`config.mk`:
```
export PLATFORM = sky130hd
export DESIGN_NAME = fpds_drive_flat
export DESIGN_NICKNAME = d
export VERILOG_FILES = /design/src/shared/fpds_pkg.sv /design/src/shared/fpds_if.sv /design/src/rtl/fpds_drive.sv /design/src/flat_wrapper.sv
export SDC_FILE = /design/constraint.sdc
export NUM_CORES = 1
export LEC_CHECK = 0
export ABC_AREA = 1
export BUFFER_PORTS_ARGS = -buffer_cell sky130_fd_sc_hd__buf_2
export CAP_MARGIN = 5
export CORE_AREA = 4 4 273 275
export CTS_BUF_LIST = sky130_fd_sc_hd__clkbuf_16
export CTS_CLUSTER_DIAMETER = 60
export DETAILED_ROUTE_END_ITERATION = 7
export DIE_AREA = 0 0 277 279
export PLACE_DENSITY = 0.57
export SETUP_SLACK_MARGIN = 0.05
export SKIP_LAST_GASP = 1
export SLEW_MARGIN = 25
export SYNTH_ARGS = -nofsm -noshare
export SYNTH_HDL_FRONTEND = slang
export SYNTH_SLANG_ARGS = --single-unit
```
`constraint.sdc`:
```
create_clock -name SYS_CLK -period 3.2 [get_ports SYS_CLK]
set_input_delay 0 -clock SYS_CLK [delete_from_list [all_inputs] [get_ports SYS_CLK]]
set_output_delay 0 -clock SYS_CLK [all_outputs]
set_load 0.05 [all_outputs]
```
`src/shared/fpds_pkg.sv`:
```
// constants, types and helpers shared by both ends of the process-data link
// assumes one 10 MHz clock common to both ends
package fpds_pkg;

  // ****************************************
  // link geometry
  // ****************************************
  localparam int FPDS_WORD_W = 16;
  localparam int FPDS_MAX_WORDS = 10;
  localparam logic [3:0] FPDS_MAX_CNT = 4'ha;
  localparam logic [3:0] FPDS_CNT_RST = 4'h2;

  // ****************************************
  // timing
  // ****************************************
  localparam int FPDS_CLK_HZ = 10_000_000;
  localparam int FPDS_LOSS_UNIT_MS = 100;
  localparam int FPDS_LOSS_TICK_CYCLES = FPDS_CLK_HZ / 1000 * FPDS_LOSS_UNIT_MS;
  localparam int FPDS_TICK_W = 24;
  localparam logic [9:0] FPDS_DELAY_MIN = 10'h001;
  localparam logic [9:0] FPDS_DELAY_MAX = 10'h258;

  // ****************************************
  // loss reaction, word sources and sinks
  // ****************************************
  typedef enum logic [1:0] {
    FPDS_REACT_NONE   = 2'b00,
    FPDS_REACT_FAULT  = 2'b01,
    FPDS_REACT_FIXED7 = 2'b10,
    FPDS_REACT_HOLD   = 2'b11
  } fpds_react_t;

  typedef enum logic [2:0] {
    FPDS_DST_NONE   = 3'b000,
    FPDS_DST_CMD_LO = 3'b001,
    FPDS_DST_CMD_HI = 3'b010,
    FPDS_DST_REF1   = 3'b011,
    FPDS_DST_REF2   = 3'b100
  } fpds_dst_t;

  typedef enum logic [3:0] {
    FPDS_SRC_ZERO   = 4'h0,
    FPDS_SRC_STS_LO = 4'h1,
    FPDS_SRC_STS_HI = 4'h2,
    FPDS_SRC_ACT0   = 4'h3,
    FPDS_SRC_ACT1   = 4'h4,
    FPDS_SRC_ACT2   = 4'h5,
    FPDS_SRC_ALARM  = 4'h6,
    FPDS_SRC_ACODE  = 4'h7,
    FPDS_SRC_FLT0   = 4'h8,
    FPDS_SRC_FLT1   = 4'h9,
    FPDS_SRC_FLT2   = 4'ha
  } fpds_src_t;

  // ****************************************
  // alarm word and codes
  // ****************************************
  localparam int FPDS_ALM_CUR_LIM = 0;
  localparam int FPDS_ALM_OVERVOLT = 1;
  localparam int FPDS_ALM_UNDERVOLT = 2;
  localparam int FPDS_ALM_LINK = 4;
  localparam logic [15:0] FPDS_CODE_NONE = 16'h0000;
  localparam logic [15:0] FPDS_CODE_CUR_LIM = 16'h2001;
  localparam logic [15:0] FPDS_CODE_OVERVOLT = 16'h2002;
  localparam logic [15:0] FPDS_CODE_UNDERVOLT = 16'h2003;
  localparam logic [15:0] FPDS_CODE_LINK = 16'h2005;
  localparam int FPDS_CMD_RESET_BIT = 4;

  // ****************************************
  // controller register map (byte offsets)
  // ****************************************
  localparam logic [7:0] FPDS_REG_CTRL = 8'h00;
  localparam logic [7:0] FPDS_REG_STATUS = 8'h04;
  localparam logic [7:0] FPDS_REG_OUT_CNT = 8'h08;
  localparam logic [7:0] FPDS_REG_IN_CNT = 8'h0c;
  localparam logic [1:0] FPDS_REG_OUT_PAGE = 2'b01;
  localparam logic [1:0] FPDS_REG_IN_PAGE = 2'b10;

  typedef enum logic [1:0] {
    FPDS_CTL_IDLE = 2'b00,
    FPDS_CTL_SEND = 2'b01,
    FPDS_CTL_WAIT = 2'b10
  } fpds_ctl_st_t;

  // word count limited to 1..10
  function automatic logic [3:0] fpds_clamp_cnt(input logic [3:0] c);
    if (c == 4'h0) begin
      return 4'h1;
    end
    if (c > FPDS_MAX_CNT) begin
      return FPDS_MAX_CNT;
    end
    return c;
  endfunction : fpds_clamp_cnt

endpackage : fpds_pkg

```
`src/shared/fpds_if.sv`:
```
// word-serial process-data link between fieldbus controller and drive
// assumes both ends on the same clock; no back-pressure, one word per cycle
`timescale 1ns/100ps
interface fpds_if;
  import fpds_pkg::*;
  logic c2d_valid;
  logic c2d_last;
  logic [FPDS_WORD_W-1:0] c2d_data;
  logic d2c_valid;
  logic d2c_last;
  logic [FPDS_WORD_W-1:0] d2c_data;
  modport ctl (output c2d_valid, output c2d_last, output c2d_data,
               input d2c_valid, input d2c_last, input d2c_data);
  modport drv (input c2d_valid, input c2d_last, input c2d_data,
               output d2c_valid, output d2c_last, output d2c_data);
endinterface : fpds_if

```
`src/rtl/fpds_drive.sv`:
```
// drive end: process-data words, link-loss supervision, alarms, fault log
// assumes the controller end on the same clock; key and input resets are pins
// What this block does
// - selectable link loss reaction, four choices
// - loss reaction after 0.1 to 60.0 s delay
// - 16-bit words, up to ten, configured selection
// - command word drives operating state bits
// - drive returns state report word
// - references are signed 16-bit two's complement
// - drive returns 16-bit measured value words
// - wide profile makes command/state 32 bits
// - four-digit codes per alarm, readable on link
// - three-entry time-stamped fault history shifts
// - six-word operating snapshot at latest fault
// - fault reset sources; restart only cause gone
// - alarm bits 0,1,2; bits 0,1 gated
// - link break alarm bit 4, reaction governed
`timescale 1ns/100ps
module fpds_drive
  import fpds_pkg::*;
#(
  parameter int TICK_CYCLES = FPDS_LOSS_TICK_CYCLES
) (
  input wire logic SYS_CLK,
  input wire logic RST_B,
  fpds_if.drv fb,
  input wire logic WIDE_PROFILE,
  input wire logic [3:0] OUT_WORDS,
  input wire logic [3:0] IN_WORDS,
  input wire logic [FPDS_MAX_WORDS-1:0][2:0] OUT_SEL,
  input wire logic [FPDS_MAX_WORDS-1:0][3:0] IN_SEL,
  input wire logic [31:0] STATUS_WORD,
  input wire logic [2:0][15:0] ACT_VALUES,
  input wire logic [1:0] LOSS_REACTION,
  input wire logic [9:0] LOSS_DELAY,
  input wire logic CUR_LIM_ACTIVE,
  input wire logic OVERVOLT_ACTIVE,
  input wire logic UNDERVOLT_ACTIVE,
  input wire logic LIMIT_ALARM_EN,
  input wire logic FAULT_EVT,
  input wire logic [15:0] FAULT_CODE,
  input wire logic FAULT_CAUSE,
  input wire logic [5:0][15:0] OP_DATA,
  input wire logic [31:0] TIME_STAMP,
  input wire logic RESET_KEY,
  input wire logic RESET_DI,
  output logic [31:0] CMD_WORD,
  output logic signed [15:0] REF1,
  output logic signed [15:0] REF2,
  output logic RUN_FIXED7,
  output logic HOLD_LAST_SPEED,
  output logic FAULT_TRIPPED,
  output logic RESTART_OK,
  output logic [15:0] ALARM_WORD,
  output logic [15:0] ALARM_CODE,
  output logic [2:0][15:0] FAULT_LOG,
  output logic [2:0][31:0] FAULT_TIME,
  output logic [5:0][15:0] FAULT_SNAPSHOT
);

  // ****************************************
  // state
  // ****************************************
  typedef struct packed {
    logic [31:0] cmd;
    logic [15:0] ref1;
    logic [15:0] ref2;
    logic [3:0] rx_idx;
    logic tx_act;
    logic [3:0] tx_idx;
    logic d2c_valid;
    logic d2c_last;
    logic [15:0] d2c_data;
    logic [FPDS_TICK_W-1:0] tick;
    logic [9:0] tenth;
    logic lost;
    logic fixed7;
    logic hold;
    logic tripped;
    logic restart_ok;
    logic [15:0] alarm;
    logic [15:0] acode;
    logic [2:0][15:0] flog;
    logic [2:0][31:0] ftime;
    logic [5:0][15:0] snap;
    logic [1:0] key_s;
    logic [1:0] di_s;
  } fpds_drv_t;

  fpds_drv_t s_q;
  fpds_drv_t s_d;
  logic frame_end;
  logic loss_evt;
  logic record;
  logic reset_req;
  logic link_trip;
  logic [3:0] out_n;
  logic [3:0] in_n;
  logic [9:0] delay;
  logic [15:0] tx_word;
  fpds_react_t react;

  // ****************************************
  // next state
  // ****************************************
  always_comb begin
    s_d = s_q;
    tx_word = 16'h0000;
    loss_evt = 1'b0;
    react = fpds_react_t'(LOSS_REACTION);
    out_n = fpds_clamp_cnt(OUT_WORDS);
    in_n = fpds_clamp_cnt(IN_WORDS);
    delay = LOSS_DELAY;
    if (delay < FPDS_DELAY_MIN) begin
      delay = FPDS_DELAY_MIN;
    end
    if (delay > FPDS_DELAY_MAX) begin
      delay = FPDS_DELAY_MAX;
    end
    s_d.key_s = {s_q.key_s[0], RESET_KEY};
    s_d.di_s = {s_q.di_s[0], RESET_DI};
    s_d.d2c_valid = 1'b0;
    s_d.d2c_last = 1'b0;
    frame_end = fb.c2d_valid && fb.c2d_last;

    // receive words into configured sinks
    if (fb.c2d_valid) begin
      if (s_q.rx_idx < out_n) begin
        case (fpds_dst_t'(OUT_SEL[s_q.rx_idx]))
          FPDS_DST_CMD_LO: s_d.cmd[15:0] = fb.c2d_data;
          FPDS_DST_CMD_HI: s_d.cmd[31:16] = fb.c2d_data;
          FPDS_DST_REF1: s_d.ref1 = fb.c2d_data;
          FPDS_DST_REF2: s_d.ref2 = fb.c2d_data;
          default: s_d.cmd = s_d.cmd;
        endcase
      end
      if (fb.c2d_last) begin
        s_d.rx_idx = 4'h0;
      end else if (s_q.rx_idx < FPDS_MAX_CNT) begin
        s_d.rx_idx = s_q.rx_idx + 4'h1;
      end
    end
    if (!WIDE_PROFILE) begin
      s_d.cmd[31:16] = 16'h0000;
    end

    // link-loss delay timer in 0.1 s steps
    if (frame_end) begin
      s_d.tick = '0;
      s_d.tenth = 10'h000;
      s_d.lost = 1'b0;
    end else if (!s_q.lost) begin
      if (s_q.tick == FPDS_TICK_W'(TICK_CYCLES - 1)) begin
        s_d.tick = '0;
        if (10'(s_q.tenth + 10'h001) >= delay) begin
          s_d.lost = 1'b1;
          loss_evt = 1'b1;
        end else begin
          s_d.tenth = 10'(s_q.tenth + 10'h001);
        end
      end else begin
        s_d.tick = FPDS_TICK_W'(s_q.tick + 1'b1);
      end
    end
    s_d.fixed7 = s_d.lost && (react == FPDS_REACT_FIXED7);
    s_d.hold = s_d.lost && (react == FPDS_REACT_HOLD);
    link_trip = s_d.lost && (react == FPDS_REACT_FAULT);

    // fault latch and history; a new fault wins over a reset
    record = FAULT_EVT || (loss_evt && react == FPDS_REACT_FAULT);
    reset_req = s_q.key_s[1] || s_q.di_s[1] || s_q.cmd[FPDS_CMD_RESET_BIT];
    if (reset_req && !FAULT_CAUSE && !link_trip) begin
      s_d.tripped = 1'b0;
    end
    if (record) begin
      s_d.tripped = 1'b1;
      s_d.flog = {s_q.flog[1:0], (FAULT_EVT ? FAULT_CODE : FPDS_CODE_LINK)};
      s_d.ftime = {s_q.ftime[1:0], TIME_STAMP};
      s_d.snap = OP_DATA;
    end
    s_d.restart_ok = !s_d.tripped && !FAULT_CAUSE;

    // alarm word and highest-priority alarm code
    s_d.alarm = 16'h0000;
    s_d.alarm[FPDS_ALM_CUR_LIM] = CUR_LIM_ACTIVE && LIMIT_ALARM_EN;
    s_d.alarm[FPDS_ALM_OVERVOLT] = OVERVOLT_ACTIVE && LIMIT_ALARM_EN;
    s_d.alarm[FPDS_ALM_UNDERVOLT] = UNDERVOLT_ACTIVE;
    s_d.alarm[FPDS_ALM_LINK] = s_d.lost && (react != FPDS_REACT_NONE);
    if (s_d.alarm[FPDS_ALM_CUR_LIM]) begin
      s_d.acode = FPDS_CODE_CUR_LIM;
    end else if (s_d.alarm[FPDS_ALM_OVERVOLT]) begin
      s_d.acode = FPDS_CODE_OVERVOLT;
    end else if (s_d.alarm[FPDS_ALM_UNDERVOLT]) begin
      s_d.acode = FPDS_CODE_UNDERVOLT;
    end else if (s_d.alarm[FPDS_ALM_LINK]) begin
      s_d.acode = FPDS_CODE_LINK;
    end else begin
      s_d.acode = FPDS_CODE_NONE;
    end

    // reply frame from configured sources
    if (s_q.tx_act) begin
      case (fpds_src_t'(IN_SEL[s_q.tx_idx]))
        FPDS_SRC_STS_LO: tx_word = STATUS_WORD[15:0];
        FPDS_SRC_STS_HI: tx_word = WIDE_PROFILE ? STATUS_WORD[31:16] : 16'h0000;
        FPDS_SRC_ACT0: tx_word = ACT_VALUES[0];
        FPDS_SRC_ACT1: tx_word = ACT_VALUES[1];
        FPDS_SRC_ACT2: tx_word = ACT_VALUES[2];
        FPDS_SRC_ALARM: tx_word = s_q.alarm;
        FPDS_SRC_ACODE: tx_word = s_q.acode;
        FPDS_SRC_FLT0: tx_word = s_q.flog[0];
        FPDS_SRC_FLT1: tx_word = s_q.flog[1];
        FPDS_SRC_FLT2: tx_word = s_q.flog[2];
        default: tx_word = 16'h0000;
      endcase
      s_d.d2c_valid = 1'b1;
      s_d.d2c_data = tx_word;
      if (s_q.tx_idx == 4'(in_n - 4'h1)) begin
        s_d.d2c_last = 1'b1;
        s_d.tx_act = 1'b0;
        s_d.tx_idx = 4'h0;
      end else begin
        s_d.tx_idx = s_q.tx_idx + 4'h1;
      end
    end
    if (frame_end) begin
      s_d.tx_act = 1'b1;
      s_d.tx_idx = 4'h0;
    end
  end

  // ****************************************
  // registers
  // ****************************************
  always_ff @(posedge SYS_CLK or negedge RST_B) begin
    if (!RST_B) begin
      s_q <= '0;
    end else begin
      s_q <= s_d;
    end
  end

  assign fb.d2c_valid = s_q.d2c_valid;
  assign fb.d2c_last = s_q.d2c_last;
  assign fb.d2c_data = s_q.d2c_data;
  assign CMD_WORD = s_q.cmd;
  assign REF1 = s_q.ref1;
  assign REF2 = s_q.ref2;
  assign RUN_FIXED7 = s_q.fixed7;
  assign HOLD_LAST_SPEED = s_q.hold;
  assign FAULT_TRIPPED = s_q.tripped;
  assign RESTART_OK = s_q.restart_ok;
  assign ALARM_WORD = s_q.alarm;
  assign ALARM_CODE = s_q.acode;
  assign FAULT_LOG = s_q.flog;
  assign FAULT_TIME = s_q.ftime;
  assign FAULT_SNAPSHOT = s_q.snap;

endmodule : fpds_drive

```
`src/flat_wrapper.sv`:
```
// flat-port wrapper written by rule: the top's interface ports become plain ports
module fpds_drive_flat import fpds_pkg::*;
#(
  parameter int TICK_CYCLES = FPDS_LOSS_TICK_CYCLES
)
  (SYS_CLK, RST_B, WIDE_PROFILE, OUT_WORDS, IN_WORDS, OUT_SEL, IN_SEL, STATUS_WORD, ACT_VALUES, LOSS_REACTION, LOSS_DELAY, CUR_LIM_ACTIVE, OVERVOLT_ACTIVE, UNDERVOLT_ACTIVE, LIMIT_ALARM_EN, FAULT_EVT, FAULT_CODE, FAULT_CAUSE, OP_DATA, TIME_STAMP, RESET_KEY, RESET_DI, CMD_WORD, REF1, REF2, RUN_FIXED7, HOLD_LAST_SPEED, FAULT_TRIPPED, RESTART_OK, ALARM_WORD, ALARM_CODE, FAULT_LOG, FAULT_TIME, FAULT_SNAPSHOT, fb_c2d_valid, fb_c2d_last, fb_c2d_data, fb_d2c_valid, fb_d2c_last, fb_d2c_data);
  fpds_if fb_i ();
  input wire logic SYS_CLK;
  input wire logic RST_B;
  input wire logic WIDE_PROFILE;
  input wire logic [3:0] OUT_WORDS;
  input wire logic [3:0] IN_WORDS;
  input wire logic [FPDS_MAX_WORDS-1:0][2:0] OUT_SEL;
  input wire logic [FPDS_MAX_WORDS-1:0][3:0] IN_SEL;
  input wire logic [31:0] STATUS_WORD;
  input wire logic [2:0][15:0] ACT_VALUES;
  input wire logic [1:0] LOSS_REACTION;
  input wire logic [9:0] LOSS_DELAY;
  input wire logic CUR_LIM_ACTIVE;
  input wire logic OVERVOLT_ACTIVE;
  input wire logic UNDERVOLT_ACTIVE;
  input wire logic LIMIT_ALARM_EN;
  input wire logic FAULT_EVT;
  input wire logic [15:0] FAULT_CODE;
  input wire logic FAULT_CAUSE;
  input wire logic [5:0][15:0] OP_DATA;
  input wire logic [31:0] TIME_STAMP;
  input wire logic RESET_KEY;
  input wire logic RESET_DI;
  output logic [31:0] CMD_WORD;
  output logic signed [15:0] REF1;
  output logic signed [15:0] REF2;
  output logic RUN_FIXED7;
  output logic HOLD_LAST_SPEED;
  output logic FAULT_TRIPPED;
  output logic RESTART_OK;
  output logic [15:0] ALARM_WORD;
  output logic [15:0] ALARM_CODE;
  output logic [2:0][15:0] FAULT_LOG;
  output logic [2:0][31:0] FAULT_TIME;
  output logic [5:0][15:0] FAULT_SNAPSHOT;
  input wire logic [$bits(fb_i.c2d_valid)-1:0] fb_c2d_valid;
  input wire logic [$bits(fb_i.c2d_last)-1:0] fb_c2d_last;
  input wire logic [$bits(fb_i.c2d_data)-1:0] fb_c2d_data;
  output wire logic [$bits(fb_i.d2c_valid)-1:0] fb_d2c_valid;
  output wire logic [$bits(fb_i.d2c_last)-1:0] fb_d2c_last;
  output wire logic [$bits(fb_i.d2c_data)-1:0] fb_d2c_data;
  assign fb_i.c2d_valid = fb_c2d_valid;
  assign fb_i.c2d_last = fb_c2d_last;
  assign fb_i.c2d_data = fb_c2d_data;
  assign fb_d2c_valid = fb_i.d2c_valid;
  assign fb_d2c_last = fb_i.d2c_last;
  assign fb_d2c_data = fb_i.d2c_data;
  fpds_drive #(.TICK_CYCLES(TICK_CYCLES)) u_core (.SYS_CLK(SYS_CLK), .RST_B(RST_B), .fb(fb_i), .WIDE_PROFILE(WIDE_PROFILE), .OUT_WORDS(OUT_WORDS), .IN_WORDS(IN_WORDS), .OUT_SEL(OUT_SEL), .IN_SEL(IN_SEL), .STATUS_WORD(STATUS_WORD), .ACT_VALUES(ACT_VALUES), .LOSS_REACTION(LOSS_REACTION), .LOSS_DELAY(LOSS_DELAY), .CUR_LIM_ACTIVE(CUR_LIM_ACTIVE), .OVERVOLT_ACTIVE(OVERVOLT_ACTIVE), .UNDERVOLT_ACTIVE(UNDERVOLT_ACTIVE), .LIMIT_ALARM_EN(LIMIT_ALARM_EN), .FAULT_EVT(FAULT_EVT), .FAULT_CODE(FAULT_CODE), .FAULT_CAUSE(FAULT_CAUSE), .OP_DATA(OP_DATA), .TIME_STAMP(TIME_STAMP), .RESET_KEY(RESET_KEY), .RESET_DI(RESET_DI), .CMD_WORD(CMD_WORD), .REF1(REF1), .REF2(REF2), .RUN_FIXED7(RUN_FIXED7), .HOLD_LAST_SPEED(HOLD_LAST_SPEED), .FAULT_TRIPPED(FAULT_TRIPPED), .RESTART_OK(RESTART_OK), .ALARM_WORD(ALARM_WORD), .ALARM_CODE(ALARM_CODE), .FAULT_LOG(FAULT_LOG), .FAULT_TIME(FAULT_TIME), .FAULT_SNAPSHOT(FAULT_SNAPSHOT));
endmodule
```
# Word-level counts from Yosys, hierarchy flattened

Index checks and enable logic that the tools add are counted.

Register bits after elaboration: 394
Latch bits: 0
Bits in writable memories: 0
Bits in read-only memories: 0
Input port bits: 343
Word-level logic and storage cells: 152
Memories: 0

Add/subtract/negate cells: 5
Multiply operators: 0
Divide/modulo/power cells: 0
Magnitude comparators: 9
Equality and inequality tests: 24
Shift-type cells: 0
Multiplexer cells: 52
Bitwise logic cells: 0
Reductions and logical operators: 29

Operator list:

| operator                | count |
|---|---|
| $mux W16                | 10 |
| $pmux W16 S10           | 1 |
| $mux W35                | 2 |
| $mux W68                | 1 |
| $mux W64                | 1 |
| $mux W4                 | 12 |
| $mux W10                | 3 |
| $add A24 B1 Y24 const B | 1 |
| $eq A24 B20 Y1 const B  | 1 |
| $mux W24                | 1 |
| $mux W23                | 1 |
| $bmux W4 S4             | 1 |
| $eq A4 B3 Y1 const B    | 4 |
| $reduce_and A3 Y1       | 5 |
| $mux W1                 | 14 |
| $mux W14                | 1 |
| $bmux W3 S4             | 1 |
| $eq A4 B4 Y1 const B    | 3 |
| $logic_and A1 B1 Y1     | 11 |
| $mux W11                | 1 |
| $add A10 B1 Y10 const B | 1 |
| $ge A10 B10 Y1          | 1 |
| $gt A10 B10 Y1 const B  | 1 |
| $lt A10 B1 Y1 const B   | 1 |
| other kinds (23)        | 40 |

# Depth between registers and ports, before layout

Gate-level depths: netlist of run 1.

Word-level depth: 16
Depth in mapped cells: 23
Gate-level depth less buffers: 23

# Worst setup path before layout of run 1

OpenSTA, ideal clock, no wires.

Path kind: register to register
Start: reg u_core.s_q[281] (netlist name)
End: reg u_core.s_q (netlist bit u_core.FAULT_TIME[64])
Arrival time: 2.864 ns
Required time: 3.117 ns
Slack: 0.254 ns
Stages on the path, launching flop included: 21
Period minus slack after synthesis: 2.946 ns
Cell sequence: dfrtp_1 > nand3_1 > nor2_1 > nand2_1 > nor3_1 > nand2_1 > nor2_1 > xor2_1 > inv_1 > ha_1 > nand2_1 > nor2_1 > a21boi_0 > nor3_1 > nor2_2 > nand3_2 > nand2_4 > inv_2 > clkbuf_1 > nand2_1 > o21ai_0

Word-level cells in the longest chain between the ends: 8

Ends and longest elaborated chain:

| what                   | line              | RTL |
|---|---|---|
| from (decl)            | fpds_drive.sv:90  | `fpds_drv_t s_q;` |
| from (signal assigned) | fpds_drive.sv:237 | `s_q <= '0;` |
| from (signal assigned) | fpds_drive.sv:239 | `s_q <= s_d;` |
| $add A10 B1 Y10        | fpds_drive.sv:155 | `if (10'(s_q.tenth + 10'h001) >= delay) begin` |
| $ge A10 B10 Y1         | fpds_drive.sv:155 |  |
| $mux W1                | fpds_drive.sv:155 |  |
| $mux W1                | fpds_drive.sv:153 | `if (s_q.tick == FPDS_TICK_W'(TICK_CYCLES - 1)) begin` |
| $mux W1                | fpds_drive.sv:152 | `end else if (!s_q.lost) begin` |
| $mux W1                | fpds_drive.sv:148 | `if (frame_end) begin` |
| $logic_and A1 B1 Y1    | fpds_drive.sv:170 | `record = FAULT_EVT \|\| (loss_evt && react == FPDS_REACT_FAULT);` |
| $logic_or A1 B1 Y1     | fpds_drive.sv:170 |  |

Every way passes these cells.
A chain may end at the register's enable or synchronous reset.

# Worst setup path after layout of run 1

Start: reg u_core.s_q[281] (netlist name)
End: reg u_core.s_q (netlist bit u_core.FAULT_TIME[62])

Same word-level chain as after synthesis.

==> results of run 1 <==
state kept, by name, summed over array words and instances, names as in the netlist:
signal                  cells
u_core.FAULT_SNAPSHOT      96
u_core.FAULT_TIME          96
u_core.FAULT_LOG           48
u_core.s_q                 46
u_core.CMD_WORD            32
u_core.REF1                16
u_core.REF2                16
u_core.fb.d2c_data         16
u_core.ALARM_CODE           4
u_core.ALARM_WORD           4
u_core.s_d                  2
u_core.FAULT_TRIPPED        1
u_core.HOLD_LAST_SPEED      1
u_core.RESTART_OK           1
u_core.RUN_FIXED7           1
u_core.fb.d2c_last          1
u_core.fb.d2c_valid         1
cell usage in the layout, fill, tap and decap left out, types with 5 or more instances in the layout:
cell                            count
sky130_fd_sc_hd__a21oi_1           20
sky130_fd_sc_hd__a31oi_1            6
sky130_fd_sc_hd__buf_12            17
sky130_fd_sc_hd__buf_16             5
sky130_fd_sc_hd__buf_2            675
sky130_fd_sc_hd__buf_4             54
sky130_fd_sc_hd__buf_6              9
sky130_fd_sc_hd__buf_8              5
sky130_fd_sc_hd__bufinv_16          7
sky130_fd_sc_hd__clkbuf_16         58
sky130_fd_sc_hd__clkinv_1           6
sky130_fd_sc_hd__clkinv_2          12
sky130_fd_sc_hd__conb_1            24
sky130_fd_sc_hd__dfrtp_1          382
sky130_fd_sc_hd__diode_2            5
sky130_fd_sc_hd__dlygate4sd3_1    236
sky130_fd_sc_hd__ha_1              16
sky130_fd_sc_hd__inv_1            183
sky130_fd_sc_hd__inv_2              9
sky130_fd_sc_hd__nand2_1          842
sky130_fd_sc_hd__nand2_2           21
sky130_fd_sc_hd__nand3_1          164
sky130_fd_sc_hd__nand4_1            9
sky130_fd_sc_hd__nor2_1            79
sky130_fd_sc_hd__nor2_2             6
sky130_fd_sc_hd__nor2_4             9
sky130_fd_sc_hd__nor3_1             7
sky130_fd_sc_hd__o211ai_1           6
sky130_fd_sc_hd__o21ai_0          155
sky130_fd_sc_hd__o21ai_1           69
sky130_fd_sc_hd__o21ai_2            6
sky130_fd_sc_hd__o22ai_1           17
sky130_fd_sc_hd__xor2_1            15
logic make-up (layout without fill, tap and decap cells):
logic type               after synthesis  after routing
buffers and inverters                644           1292
flip-flops                           382            382
other                                  1             29
adder cells (fa/ha/maj)               18             18
AND/OR/NAND/NOR                     1161           1161
XOR/XNOR                              18             18
AO/OA/AOI/OAI                        291            291
layer usage:
metal  vias up  track usage [%]  part of all wire (%)
li1       8827                -                     -
met1      8711             24.3                    42
met2       728             32.9                    48
met3       122             4.94                   7.3
met4         8             5.04                   2.6
met5         -                0                 0.054
power by group through the flow:
| stage | sequential [uW] | clock (uW) | combinational (uW) |
|---|---|---|---|
| after floorplan | 6050 | 0 | 6550 |
| after global placement | 6140 | 0 | 8850 |
| after detailed placement | 6150 | 0 | 8890 |
| after CTS | 6080 | 5830 | 9230 |
| after global routing | 6180 | 6040 | 9850 |
| final | 6090 | 5680 | 9130 |
worst register-to-register path, cell delays in order (launching register included):
cell and delay, ns:
sky130_fd_sc_hd__dfrtp_1 0.37, sky130_fd_sc_hd__nand3_2 0.12, sky130_fd_sc_hd__nor2_4 0.12, sky130_fd_sc_hd__nand2_2 0.07, sky130_fd_sc_hd__nor3_2 0.18, sky130_fd_sc_hd__nand2_1 0.09
sky130_fd_sc_hd__nor2_2 0.13, sky130_fd_sc_hd__xor2_1 0.19, sky130_fd_sc_hd__inv_1 0.11, sky130_fd_sc_hd__ha_4 0.30, sky130_fd_sc_hd__nand2_4 0.05, sky130_fd_sc_hd__nor2_4 0.09
sky130_fd_sc_hd__nand2_2 0.06, sky130_fd_sc_hd__o21ai_2 0.17, sky130_fd_sc_hd__nor3_4 0.06, sky130_fd_sc_hd__nor2_2 0.17, sky130_fd_sc_hd__nand3_4 0.14, sky130_fd_sc_hd__nand2_8 0.14
sky130_fd_sc_hd__buf_12 0.14, sky130_fd_sc_hd__buf_12 0.14, sky130_fd_sc_hd__buf_12 0.16, sky130_fd_sc_hd__nand2_1 0.06, sky130_fd_sc_hd__o21ai_0 0.07
final cells by class:
| class | count | area (um2) | share of cell area (%) |
|---|---|---|---|
| sequential | 382 | 9560 | 35.2 |
| clock inverter | 42 | 437 | 1.61 |
| inverter | 191 | 728 | 2.68 |
| clock buffer | 49 | 1230 | 4.51 |
| tap | 959 | 1200 | 4.42 |
| multi-input combinational | 1512 | 6970 | 25.7 |
| antenna | 5 | 12.5 | 0.0461 |
| timing repair buffer | 1010 | 7030 | 25.9 |
what timing repair did:
action,CTS,global route
pin swaps,0,21
hold buffers,236,0
hold endpoints to repair,329,0
setup endpoints to repair,240,262
buffers inserted,0,8
resized for setup,11,79
cloned,1,13
synthesized netlist by cell type (4+ instances only):
cell type / n
sky130_fd_sc_hd__o21ai_2: 4
sky130_fd_sc_hd__nand4_1: 9
sky130_fd_sc_hd__nand3_2: 4
sky130_fd_sc_hd__nor2_2: 6
sky130_fd_sc_hd__nor3_1: 9
sky130_fd_sc_hd__o21ai_0: 173
sky130_fd_sc_hd__a31oi_1: 6
sky130_fd_sc_hd__buf_6: 14
sky130_fd_sc_hd__dfrtp_1: 382
sky130_fd_sc_hd__nand3_1: 166
sky130_fd_sc_hd__o22ai_1: 17
sky130_fd_sc_hd__nor2_4: 5
sky130_fd_sc_hd__nor2_1: 83
sky130_fd_sc_hd__o211ai_1: 6
sky130_fd_sc_hd__nand2_2: 6
sky130_fd_sc_hd__inv_1: 177
sky130_fd_sc_hd__xor2_1: 15
sky130_fd_sc_hd__ha_1: 18
sky130_fd_sc_hd__buf_2: 38
sky130_fd_sc_hd__clkbuf_1: 24
sky130_fd_sc_hd__a21oi_1: 20
sky130_fd_sc_hd__buf_4: 376
sky130_fd_sc_hd__inv_2: 11
sky130_fd_sc_hd__o21ai_1: 53
sky130_fd_sc_hd__nor4_1: 4
sky130_fd_sc_hd__nand2_1: 859
worst min-delay path by stage:
stage	startpoint	to	slack [ns]
floorplan	RST_B	u_core.ALARM_CODE[0]	-0.30
global placement	RESET_KEY	u_core.s_d[3]	0.11
detailed placement	RESET_KEY	u_core.s_d[3]	0.11
CTS	STATUS_WORD[29]	u_core.fb.d2c_data[13]	0.0003
global route	STATUS_WORD[29]	u_core.fb.d2c_data[13]	0.03
finish	ACT_VALUES[6]	u_core.fb.d2c_data[6]	-0.01
per-stage QoR:
stage	power [uW]	TNS, ns
6_report	20900	0
3_5_place_dp	15000	-14.36
3_3_place_gp	15000	-11.82
2_1_floorplan	12600	0
5_1_grt	22100	-32.13
4_1_cts	21100	0
==> summary.md, run 1 <==
| Metric | Value |
|---|---|
| Clock Latency Late Sink | `roughly 0.59 ns` |
| Worst voltage drop across the vdd grid | `roughly 0.52 mV` |
| Layout fillers | `7408` |
| Share of cell area taken by muxes after synthesis | `0%` |
| CTS buffer count | `49` |
| Beginning of the critical path | `u_core.s_q[281]` |
| CP max FO | `16` |
| Pin count of the biggest net entering global routing | `94` |
| Required arrival time at the worst endpoint | `about 3.7 ns` |
| Cell family contributing the most delay on the critical path | `simple AND/OR/NAND/NOR gates` |
| Largest cells by area after synthesis | `sky130_fd_sc_hd__dfrtp_1 (47%), sky130_fd_sc_hd__nand2_1 (16%), sky130_fd_sc_hd__buf_4 (14%), sky130_fd_sc_hd__o21ai_0 (4.3%), sky130_fd_sc_hd__nand3_1 (4.1%)` |
| Summed area of non-filler cells in the final layout | `27200 um2` |
| XOR/XNOR share of the synthesized area | `less than 1%` |
| Total leakage power | `~0.015 uW` |
| Final estimated routing congestion in global placement | `roughly 0.9` |
| Critical path endpoint category | `flip-flop` |
| Top cell by count, worst path | `sky130_fd_sc_hd__buf_12` |
| Half-perimeter wire length after placement | `58500 um` |
| Final setup violation count | `0` |
| Hold Path Depth | `7` |
| Cell taking the most area after synthesis | `sky130_fd_sc_hd__dfrtp_1` |
| Final Hold Violating Endpoints | `2` |
| Total number of vias | `between 15000 and 20000` |
| Area post-placement | `~22000 um2` |
| Setup crit start kind | `flip-flop` |
| Number of enable flip-flop cells after synthesis | `0` |
| Number of buffers added on ports | `676` |
| Yosys synthesis warning count | `0` |
| Placeable core area | `between 70000 and 80000 um2` |
| Part of the total power dissipated in sequential elements | `between 20 and 30%` |
| Depth of the worst register-to-register path | `22` |
| Timing endpoint of the critical path | `u_core.FAULT_TIME[62]` |
| Post-Syn Area | `roughly 20000 um2` |
| Main combinational cell family by area after synthesis | `simple AND/OR/NAND/NOR gates` |
| Final critical-path share of the clock period | `99.3%` |
| Psw | `9530 uW` |
| Tmin final | `3.18 ns` |
| Setup ws final | `between 0.02 and 0.025 ns` |
| # IOs | `701` |
| Slowest CP cell | `sky130_fd_sc_hd__dfrtp_1` |
| Switching Share | `between 40% and 50%` |
| Setup repair after global routing missed its margin | `yes` |
| Global-route wire length before repair | `115000 um` |
| Number of max-capacitance violations reported | `0` |
| Final max-slew violation count | `0` |
| Post-detailed-route DRC marker count | `0` |
| Worst setup slack before clock tree synthesis | `-0.138 ns` |
| Worst Clk Skew | `approximately 0.037 ns` |
| Wire length per cell | `19.1 um` |
| Share of power burned in combinational logic | `approximately 44%` |
| Violated checks | `hold timing` |
| Detailed Routing Iterations Pass 1 | `5` |
| Fmax | `315 MHz` |
| Per-cell via count in the routed design | `4.43` |
| Remaining antenna violation count after routing | `0` |
| Area share of and/or/nand/nor cells after synthesis | `a little under a quarter` |
| Area of the die | `between 70000 and 80000 um2` |
| Adder-cell share of the synthesized area | `under 10%` |
| H-Tree Depth | `2` |
| Buffers from clock root to sink, at most | `3` |
| Area growth syn-to-layout | `34.1%` |
| Vias in the first global route | `approximately 18000` |
| Sinks on the clock net | `between 300 and 400` |
| Relative slew slack | `approximately two fifths` |
| Clock tree from TritonCTS | `yes` |
| Clock Root Buffer | `sky130_fd_sc_hd__clkbuf_16` |
| Hold Crit Class | `in2reg` |
| Worst-case hold slack | `-0.0143 ns` |
| Result of the run | `finished with violations` |
| Predominant post-synthesis flop cell | `sky130_fd_sc_hd__dfrtp_1` |
| Share of the core filled with cells | `37.5%` |
| Count of buffer and inverter cells on the critical path | `4` |
| Power density over cell area | `769 nW/um2` |
| Cells after DPL | `about 3800` |
| Syn avg cell area | `between 8 and 9 um2` |
| Clock input transition at the sequential cells of the worst setup and hold paths | `0.06 ns` |
| Share of cells above drive strength 1 | `between 20% and 30%` |
| Count of cell types in the netlist | `45` |
| Post-synth ARST share | `100%` |
| Total GRT Usage | `19.2%` |
| Die Y | `approximately 280 um` |
| Total gr overflow | `0` |
| Number of synthesized register bits | `382` |
| Total number of placement rows | `99` |
| Logic depth of the worst setup path including buffers | `22` |
| R2r endpoint | `u_core.FAULT_TIME[62]` |
| Startpoint-to-endpoint class of the critical path | `reg2reg` |
| Worst-path cell chain | `nand3_2 > nor2_4 > nand2_2 > nor3_2 > nand2_1 > nor2_2 > xor2_1 > inv_1 > ha_4 > nand2_4 > nor2_4 > nand2_2 > o21ai_2 > nor3_4 > nor2_2 > nand3_4 > nand2_8 > buf_12 > buf_12 > buf_12 > nand2_1 > o21ai_0` |
| Initial cell density of the core | `roughly 28%` |
| Fraction of power consumed by the clock network | `27.2%` |
| Delay contributed by the slowest stage of the critical path | `about 0.37 ns` |
| Worst-case register-to-register setup slack | `roughly 0.023 ns` |
| Net count of the finished layout | `about 3500` |
| Cell-internal power | `roughly 11000 uW` |
| Die width | `approximately 280 um` |
| Beginning of the worst register-to-register path | `u_core.s_q[281]` |
| First-iteration detailed-routing DRC count | `1051` |
| Number of cells in the finished layout apart from fillers | `approximately 4200` |
| Synth top area share | `a little under half` |
| Syn Inst Count | `approximately 2500` |
| CP Data Arrival Time | `approximately 3.7 ns` |
| Sequential-to-total area share from yosys stat | `a little under half` |
| Final wirelength | `79400 um` |
| Complex-gate fraction of the synthesized area | `between 7 and 8%` |
| Number of antenna violations at the first check in global routing | `10` |
| Slew of the pin with the lowest slew margin | `around 0.9 ns` |
Power figures use the tool's default switching activity.
==> inputs of run 2 (changes only) <==
--- a/config.mk
+++ b/config.mk
@@ -9,8 +9,8 @@
 export BUFFER_PORTS_ARGS = -buffer_cell sky130_fd_sc_hd__buf_2
 export CAP_MARGIN = 5
 export CORE_AREA = 4 4 273 275
-export CTS_BUF_LIST = sky130_fd_sc_hd__clkbuf_16
 export CTS_CLUSTER_DIAMETER = 60
+export CTS_CLUSTER_SIZE = 20
 export DETAILED_ROUTE_END_ITERATION = 7
 export DIE_AREA = 0 0 277 279
 export PLACE_DENSITY = 0.57
==> run 2 against run 1 <==
The run now ends clean. Core utilization fell by 0.20 points. Sequential share of layout area up 0.19 points. Flip-flop and latch count unchanged. Sequential power hardly changed. Clock skew rose by 0.0089 ns. Routed wire length barely moved. First-iteration DRC count up 12%. Largest cell class unchanged. Highest routed layer unchanged.
==> summary.md, run 2 (synthesis gave the netlist of run 1 again) <==
| Metric | Value |
|---|---|
| Share of cells above drive strength 1 | `28.9% (-0.32 points)` |
| Hold Crit Class | `in2reg` |
| Post-detailed-route DRC marker count | `0 (unchanged)` |
| CTS buffer count | `44 (-10%)` |
| Detailed Routing Iterations Pass 1 | `5 (unchanged)` |
| # IOs | `701 (unchanged)` |
| Result of the run | `complete, no violations` |
| Hold Path Depth | `7 (unchanged)` |
| Total GRT Usage | `19.2% (-0.054 points)` |
| Net count of the finished layout | `3501 (-0.17%)` |
| CP Data Arrival Time | `3.62 ns (-0.06 ns)` |
| Total leakage power | `0.0144 uW (-0.61%)` |
| Startpoint-to-endpoint class of the critical path | `reg2reg` |
| Setup repair after global routing missed its margin | `yes` |
| Final Hold Violating Endpoints | `0 (-2)` |
| Slew of the pin with the lowest slew margin | `0.882 ns (-0.0157 ns)` |
| First-iteration detailed-routing DRC count | `1182 (+12%)` |
| Global-route wire length before repair | `115000 um (-0.37%)` |
| Required arrival time at the worst endpoint | `3.65 ns (-0.06 ns)` |
| Die Y | `279 um (unchanged)` |
| Summed area of non-filler cells in the final layout | `27000 um2 (-0.52%)` |
| Share of the core filled with cells | `37.4% (-0.20 points)` |
| Vias in the first global route | `18393 (unchanged)` |
| Number of cells in the finished layout apart from fillers | `4139 (-0.27%)` |
| Tmin final | `3.16 ns (-0.0139 ns)` |
| Area post-placement | `22500 um2 (unchanged)` |
| Buffers from clock root to sink, at most | `3 (unchanged)` |
| Fmax | `316 MHz (+0.44%)` |
| Number of antenna violations at the first check in global routing | `11 (+1)` |
| Clock input transition at the sequential cells of the worst setup and hold paths | `0.07 ns (about the same)` |
| CP max FO | `8 (-8)` |
| Area growth syn-to-layout | `33.4%` |
| Pin count of the biggest net entering global routing | `94 (unchanged)` |
| Cells after DPL | `3796 (unchanged)` |
| Final max-slew violation count | `0 (unchanged)` |
| Initial cell density of the core | `28.0% (unchanged)` |
| Number of buffers added on ports | `676 (unchanged)` |
| Final wirelength | `79500 um (about the same)` |
| Final setup violation count | `0 (unchanged)` |
| Wire length per cell | `19.2 um (+0.32%)` |
| Total number of placement rows | `99 (unchanged)` |
| Setup crit start kind | `flip-flop` |
| Most common cell after layout, fill and taps aside | `sky130_fd_sc_hd__nand2_1` |
| Final critical-path share of the clock period | `98.9% (-0.43 points)` |
| Commonest cells after routing, fill and taps aside | `sky130_fd_sc_hd__nand2_1 (853), sky130_fd_sc_hd__buf_2 (675), sky130_fd_sc_hd__dfrtp_1 (382), sky130_fd_sc_hd__dlygate4sd3_1 (236), sky130_fd_sc_hd__inv_1 (177)` |
| Area of the die | `77300 um2 (unchanged)` |
| Sum of negative setup slack | `0 ns (unchanged)` |
| Total gr overflow | `0 (unchanged)` |
| Die width | `277 um (unchanged)` |
| Half-perimeter wire length after placement | `58500 um (unchanged)` |
| Clock tree from TritonCTS | `yes` |
| Critical path endpoint category | `flip-flop` |
| Worst Clk Skew | `0.0459 ns (+0.00889 ns)` |
| Worst voltage drop across the vdd grid | `0.493 mV (-5.7%)` |
| Clock Root Buffer | `sky130_fd_sc_hd__clkbuf_16` |
| H-Tree Depth | `2 (unchanged)` |
| Remaining antenna violation count after routing | `0 (unchanged)` |
| Clock Latency Late Sink | `0.58 ns (about the same)` |
| Number of max-capacitance violations reported | `0 (unchanged)` |
| Final estimated routing congestion in global placement | `0.902 (unchanged)` |
| Power density over cell area | `769 nW/um2 (about the same)` |
| Depth of the worst register-to-register path | `20 (-9.1%)` |
| Per-cell via count in the routed design | `4.45 (+0.36%)` |
| Total number of vias | `18414 (+0.098%)` |
| Placeable core area | `72300 um2 (unchanged)` |
| Relative slew slack | `41.2% (+1.0 points)` |
| Sinks on the clock net | `382 (unchanged)` |
-- run 2: final timing paths --
| kind | startpoint | end | slack (ns) |
|---|---|---|---|
| worst max register to register | u_core.s_q[281] | u_core.FAULT_TIME[62] | 0.04 |
| worst min-delay path | ACT_VALUES[6] | u_core.fb.d2c_data[6] | 0.002 |
| max in group asynchronous | RST_B | u_core.RUN_FIXED7 | 2.18 |
| worst max-delay path | u_core.s_q[281] | u_core.FAULT_TIME[62] | 0.04 |
| min in group asynchronous | RST_B | u_core.FAULT_TIME[47] | 0.05 |
| worst min register to register | u_core.s_d[1] | u_core.s_q[1] | 0.35 |
-- run 2: per-stage QoR --
step           setup slack [ns]  hold WS (ns)  power [uW]
2_1_floorplan             0.254        -0.296       12600
3_3_place_gp             -0.117         0.112       15000
3_5_place_dp             -0.138         0.112       15000
4_1_cts                  0.0621       0.00341       21000
5_1_grt                  -0.203        0.0400       21900
6_report                 0.0365       0.00159       20800
-- run 2: routing by layer --
metal / track usage (%) / vias to the layer above / share of wire, %
met1: 24.1 / 8782 / 41
met4: 5.54 / 8 / 2.9
met3: 5.10 / 130 / 7.5
met2: 32.6 / 698 / 48
li1: - / 8796 / -
met5: 0 / - / 0.062
-- run 2: area by class of cell --
cell class | count | area [um2]
repair buffers | 1009 | 6990
clock buffers | 50 | 1190
well taps | 959 | 1200
clock inverters | 29 | 400
diodes | 7 | 17.5
fillers | 7448 | 45300
flip-flops and latches | 382 | 9560
inverters | 191 | 727
multi-input cells | 1512 | 6930
-- run 2: timing repair --
action | in CTS | in global routing
setup buffers | 0 | 8
hold buffers | 236 | 0
resized for setup | 11 | 49
cloned | 1 | 12
endpoints found under the hold margin | 326 | 0
pin swaps | 0 | 15
endpoints found under the setup margin | 240 | 263
-- run 2: report_power, final --
part | switching [uW] | internal, uW | leakage [uW] | total (uW)
Sequential | 485 | 5600 | 0.00481 | 6080
Clock | 2330 | 3260 | 0.000779 | 5590
Combinational | 6750 | 2360 | 0.00883 | 9110
Total | 9570 | 11200 | 0.0144 | 20800
-- run 2: critical path, cell delays in order (launching register included) --
cell and delay [ns]:
sky130_fd_sc_hd__dfrtp_1 0.36, sky130_fd_sc_hd__buf_4 0.15, sky130_fd_sc_hd__ha_2 0.19, sky130_fd_sc_hd__nand3_2 0.11
sky130_fd_sc_hd__nor2_4 0.13, sky130_fd_sc_hd__nand4_1 0.12, sky130_fd_sc_hd__xor2_1 0.22, sky130_fd_sc_hd__inv_1 0.11
sky130_fd_sc_hd__ha_4 0.28, sky130_fd_sc_hd__nand2_4 0.05, sky130_fd_sc_hd__nor2_4 0.08, sky130_fd_sc_hd__nand2_2 0.06
sky130_fd_sc_hd__o21ai_2 0.17, sky130_fd_sc_hd__nor3_4 0.06, sky130_fd_sc_hd__nor2_2 0.17, sky130_fd_sc_hd__nand3_4 0.13
sky130_fd_sc_hd__nand2_8 0.14, sky130_fd_sc_hd__buf_12 0.14, sky130_fd_sc_hd__buf_12 0.14, sky130_fd_sc_hd__buf_6 0.16
sky130_fd_sc_hd__o21ai_0 0.08
==> inputs of run 3 (changes only) <==
--- a/config.mk
+++ b/config.mk
@@ -5,14 +5,14 @@
 export SDC_FILE = /design/constraint.sdc
 export NUM_CORES = 1
 export LEC_CHECK = 0
-export ABC_AREA = 1
 export BUFFER_PORTS_ARGS = -buffer_cell sky130_fd_sc_hd__buf_2
 export CAP_MARGIN = 5
-export CORE_AREA = 4 4 273 275
+export CORE_AREA = 4 4 269 271
 export CTS_CLUSTER_DIAMETER = 60
 export CTS_CLUSTER_SIZE = 20
 export DETAILED_ROUTE_END_ITERATION = 7
-export DIE_AREA = 0 0 277 279
+export DIE_AREA = 0 0 273 275
+export GPL_ROUTABILITY_DRIVEN = 0
 export PLACE_DENSITY = 0.57
 export SETUP_SLACK_MARGIN = 0.05
 export SKIP_LAST_GASP = 1
==> run 3 against run 2 <==
The flow now finishes with violations (setup timing). Register-to-register slack got worse by 0.04 ns. Maximum frequency fell by 1.3%. Worst hold slack improved by 0.080 ns. Via count fell by 16%. Clock power fell by 9.7%. Sequential share of layout area fell by 0.55 points. Synthesized area fell by 3.0%. Clock skew fell by 0.013 ns. Synthesized cell count fell by 34%. Power fell by 4.3%. Critical path type unchanged.
==> summary.md, run 3 <==
| Metric | Value |
|---|---|
| Result of the run | `finished with violations` |
| Violated checks | `setup timing` |
| Hold Crit Class | `in2reg` |
| CTS buffer count | `39 (-11%)` |
| Clock input transition at the sequential cells of the worst setup and hold paths | `0.08 ns (about the same)` |
| Pin count of the biggest net entering global routing | `103 (+9.6%)` |
| Total number of vias | `15415 (-16%)` |
| Worst-case hold slack | `0.0815 ns (+0.0799 ns)` |
| Required arrival time at the worst endpoint | `3.64 ns (about the same)` |
| Net count of the finished layout | `2685 (-23%)` |
| Share of the core filled with cells | `39.3% (+2.0 points)` |
| Number of cells in the finished layout apart from fillers | `3299 (-20%)` |
| Clock Root Buffer | `sky130_fd_sc_hd__clkbuf_16` |
| Cells after DPL | `2949 (-22%)` |
| Post-Syn Area | `19700 um2 (-3.0%)` |
| Half-perimeter wire length after placement | `50100 um (-14%)` |
| Total GRT Usage | `16.6% (-2.6 points)` |
| Number of antenna violations at the first check in global routing | `8 (-3)` |
| Per-cell via count in the routed design | `4.67 (+5.0%)` |
| Slew of the pin with the lowest slew margin | `0.878 ns (-0.00355 ns)` |
| Die Y | `275 um (-1.4%)` |
| Layout fillers | `6574 (-12%)` |
| Final setup violation count | `4 (+4)` |
| Cell taking the most area after synthesis | `sky130_fd_sc_hd__dfrtp_1` |
| Most numerous cell in the Yosys netlist | `sky130_fd_sc_hd__dfrtp_1` |
| First-iteration detailed-routing DRC count | `803 (-32%)` |
| Worst Clk Skew | `0.0325 ns (-0.0134 ns)` |
| Worst-path cell chain | `buf_4 > ha_2 > buf_4 > xor2_1 > ha_1 > a21o_1 > a21oi_1 > o21ai_1 > a21oi_2 > o21ai_2 > a31oi_4 > buf_12 > clkbuf_16 > buf_16 > mux2_2` |
| Post-synth ARST share | `100% (unchanged)` |
| Top cell by count, worst path | `sky130_fd_sc_hd__buf_4` |
| Clock Latency Late Sink | `0.57 ns (about the same)` |
| Worst hold path endpoint | `u_core.fb.d2c_data[13]` |
| Placeable core area | `69800 um2 (-3.5%)` |
| Total gr overflow | `0 (unchanged)` |
| Synth top area share | `48.6% (+1.5 points)` |
| Yosys synthesis warning count | `0 (unchanged)` |
| Launch instance of the worst min-delay path | `STATUS_WORD[29]` |
| Detailed Routing Iterations Pass 1 | `6 (+1)` |
| Count of cell types in the netlist | `74 (+64%)` |
| Relative slew slack | `41.4% (+0.24 points)` |
| Final critical-path share of the clock period | `100% (+1.3 points)` |
| Vias in the first global route | `16128 (-12%)` |
| Power density over cell area | `725 nW/um2 (-5.8%)` |
| Largest cells by area after synthesis | `sky130_fd_sc_hd__dfrtp_1 (49%), sky130_fd_sc_hd__mux2_2 (16%), sky130_fd_sc_hd__buf_4 (14%), sky130_fd_sc_hd__mux2i_1 (2.5%), sky130_fd_sc_hd__nand2_1 (1.5%)` |
| Commonest cells after routing, fill and taps aside | `sky130_fd_sc_hd__buf_2 (675), sky130_fd_sc_hd__dfrtp_1 (382), sky130_fd_sc_hd__dlygate4sd3_1 (247), sky130_fd_sc_hd__mux2_4 (197), sky130_fd_sc_hd__mux2_2 (84)` |
| Area growth syn-to-layout | `39.7%` |
| Depth of the worst register-to-register path | `15 (-25%)` |
| Setup crit start kind | `flip-flop` |
| Worst voltage drop across the vdd grid | `0.592 mV (+20%)` |
| Area of the die | `75100 um2 (-2.9%)` |
| # IOs | `701 (unchanged)` |
| Sequential-to-total area share from yosys stat | `48.6% (+1.5 points)` |
| Hold Path Depth | `6 (-1)` |
| Share of cells above drive strength 1 | `49.5% (+21 points)` |
| Die width | `273 um (-1.4%)` |
| CP Data Arrival Time | `3.65 ns (+0.03 ns)` |
| Total leakage power | `0.0134 uW (-7.3%)` |
| Syn Inst Count | `1659 (-34%)` |
| R2r endpoint | `u_core.FAULT_SNAPSHOT[43]` |
| Critical path endpoint category | `flip-flop` |
| Final Hold Violating Endpoints | `0 (unchanged)` |
| Number of max-capacitance violations reported | `0 (unchanged)` |
| Number of enable flip-flop cells after synthesis | `0 (unchanged)` |
| Buffers from clock root to sink, at most | `3 (unchanged)` |
| Setup repair after global routing missed its margin | `yes` |
| Worst-case register-to-register setup slack | `-0.005 ns (-0.04 ns)` |
| H-Tree Depth | `2 (unchanged)` |
| CP max FO | `7 (-1)` |
| Beginning of the worst register-to-register path | `u_core.s_q[281]` |
| Sinks on the clock net | `382 (unchanged)` |
| Predominant post-synthesis flop cell | `sky130_fd_sc_hd__dfrtp_1` |
| Startpoint-to-endpoint class of the critical path | `reg2reg` |
| Most common cell after layout, fill and taps aside | `sky130_fd_sc_hd__buf_2` |
| Initial cell density of the core | `28.2% (+0.15 points)` |
| Setup ws final | `-0.00503 ns (-0.0415 ns)` |
| Global-route wire length before repair | `97300 um (-15%)` |
| Final Total Pwr | `19900 uW (-4.3%)` |
| Syn avg cell area | `11.8 um2 (+47%)` |
| Final wirelength | `70500 um (-11%)` |
| Clock tree from TritonCTS | `yes` |
| Total number of placement rows | `97 (-2.0%)` |
| Remaining antenna violation count after routing | `0 (unchanged)` |
| Final max-slew violation count | `0 (unchanged)` |
| Number of synthesized register bits | `382 (unchanged)` |
| Number of buffers added on ports | `676 (unchanged)` |
| Wire length per cell | `21.4 um (+11%)` |
| Delay contributed by the slowest stage of the critical path | `0.38 ns (+0.02 ns)` |
| Slowest CP cell | `sky130_fd_sc_hd__dfrtp_1` |
| Top post-synthesis cells by count | `sky130_fd_sc_hd__dfrtp_1 (382), sky130_fd_sc_hd__buf_4 (355), sky130_fd_sc_hd__mux2_2 (281)` |
| Sum of negative setup slack | `-0.00958 ns (-0.00958 ns)` |
| Fmax | `312 MHz (-1.3%)` |
| Post-detailed-route DRC marker count | `0 (unchanged)` |
| Tmin final | `3.21 ns (+0.0415 ns)` |
run 3: changes by cell type after synthesis, sizes merged, moves of 18 or more:
cell / change
nor2b: +20
mux2: +282
mux2i: +50
inv: -177
a22oi: +18
nor2: -44
nand2: -791
nand3: -157
o21ai: -180
buf: -37
a22o: +25
run 3: area by class of cell:
| type | instances | area, um2 | area share (%) |
|---|---|---|---|
| clock buffer | 42 | 1010 | 3.67 |
| clock inverter | 30 | 400 | 1.46 |
| inverter | 12 | 45.0 | 0.164 |
| timing repair buffer | 1029 | 7310 | 26.6 |
| multi-input combinational | 860 | 7940 | 28.9 |
| tap | 940 | 1180 | 4.29 |
| sequential | 382 | 9560 | 34.8 |
| antenna | 4 | 10.0 | 0.0365 |
run 3: timing repair:
action                     4_1_cts  5_1_grt
setup buffers                    3        9
setup endpoints to repair      214      228
pin swaps                        1        8
hold endpoints to repair       336        0
cloned                           1       14
gates resized for setup         11      253
hold buffers                   247        0
run 3: cell families (layout without fill, tap and decap cells):
group	Yosys count	in the layout	synth area share, %
AO/OA/AOI/OAI	216	216	7.96
XOR/XNOR	22	22	0.980
adder cells (fa/ha/maj)	19	19	1.20
buffers and inverters	440	1113	15.7
flip-flops	382	382	48.6
multiplexers	338	338	19.4
other	1	28	0.0191
AND/OR/NAND/NOR	241	241	6.15
run 3: how the worst max path moves through the flow:
| stage | end | slack (ns) | from | depth (start not counted) |
|---|---|---|---|---|
| finish | u_core.FAULT_SNAPSHOT[43] | -0.005 | u_core.s_q[281] | 15 |
| global route | u_core.FAULT_SNAPSHOT[41] | -0.07 | u_core.s_q[282] | 14 |
| CTS | u_core.FAULT_SNAPSHOT[47] | -0.01 | u_core.s_q[281] | 14 |
| detailed placement | u_core.FAULT_SNAPSHOT[43] | -0.12 | u_core.s_q[281] | 13 |
| global placement | u_core.FAULT_SNAPSHOT[27] | -0.16 | u_core.s_q[281] | 13 |
| floorplan | u_core.FAULT_LOG[31] | 0.04 | u_core.s_q[281] | 13 |
run 3: critical path: cells and delay by family (launching register included):
kind	cells	cell delay [ns]
DFF	1	0.38
buffers and inverters	5	0.86
xor gates and xnor gates	1	0.15
adders and majority gates	2	0.42
AOI/OAI and AO/OA	6	0.93
muxes	1	0.34
run 3: metal layers:
metal,wire length [um],up-vias,track usage (%)
met5,57,-,0
met1,26500,7648,18.9
met2,35300,749,29.8
met3,5890,174,4.43
li1,-,6836,-
met4,2680,8,6.54
run 3: where the power goes:
group	internal [uW]	switching, uW
combinational	2960	5620
clock	2810	2240
sequential	5650	618
total	11400	8470
run 3: metrics by stage:
stage | setup slack (ns) | cell area [um2]
floorplan | 0.0389 | 19800
global route | -0.0652 | 27400
CTS | -0.0138 | 26100
global placement | -0.157 | 22100
detailed placement | -0.121 | 22100
finish | -0.00503 | 27400
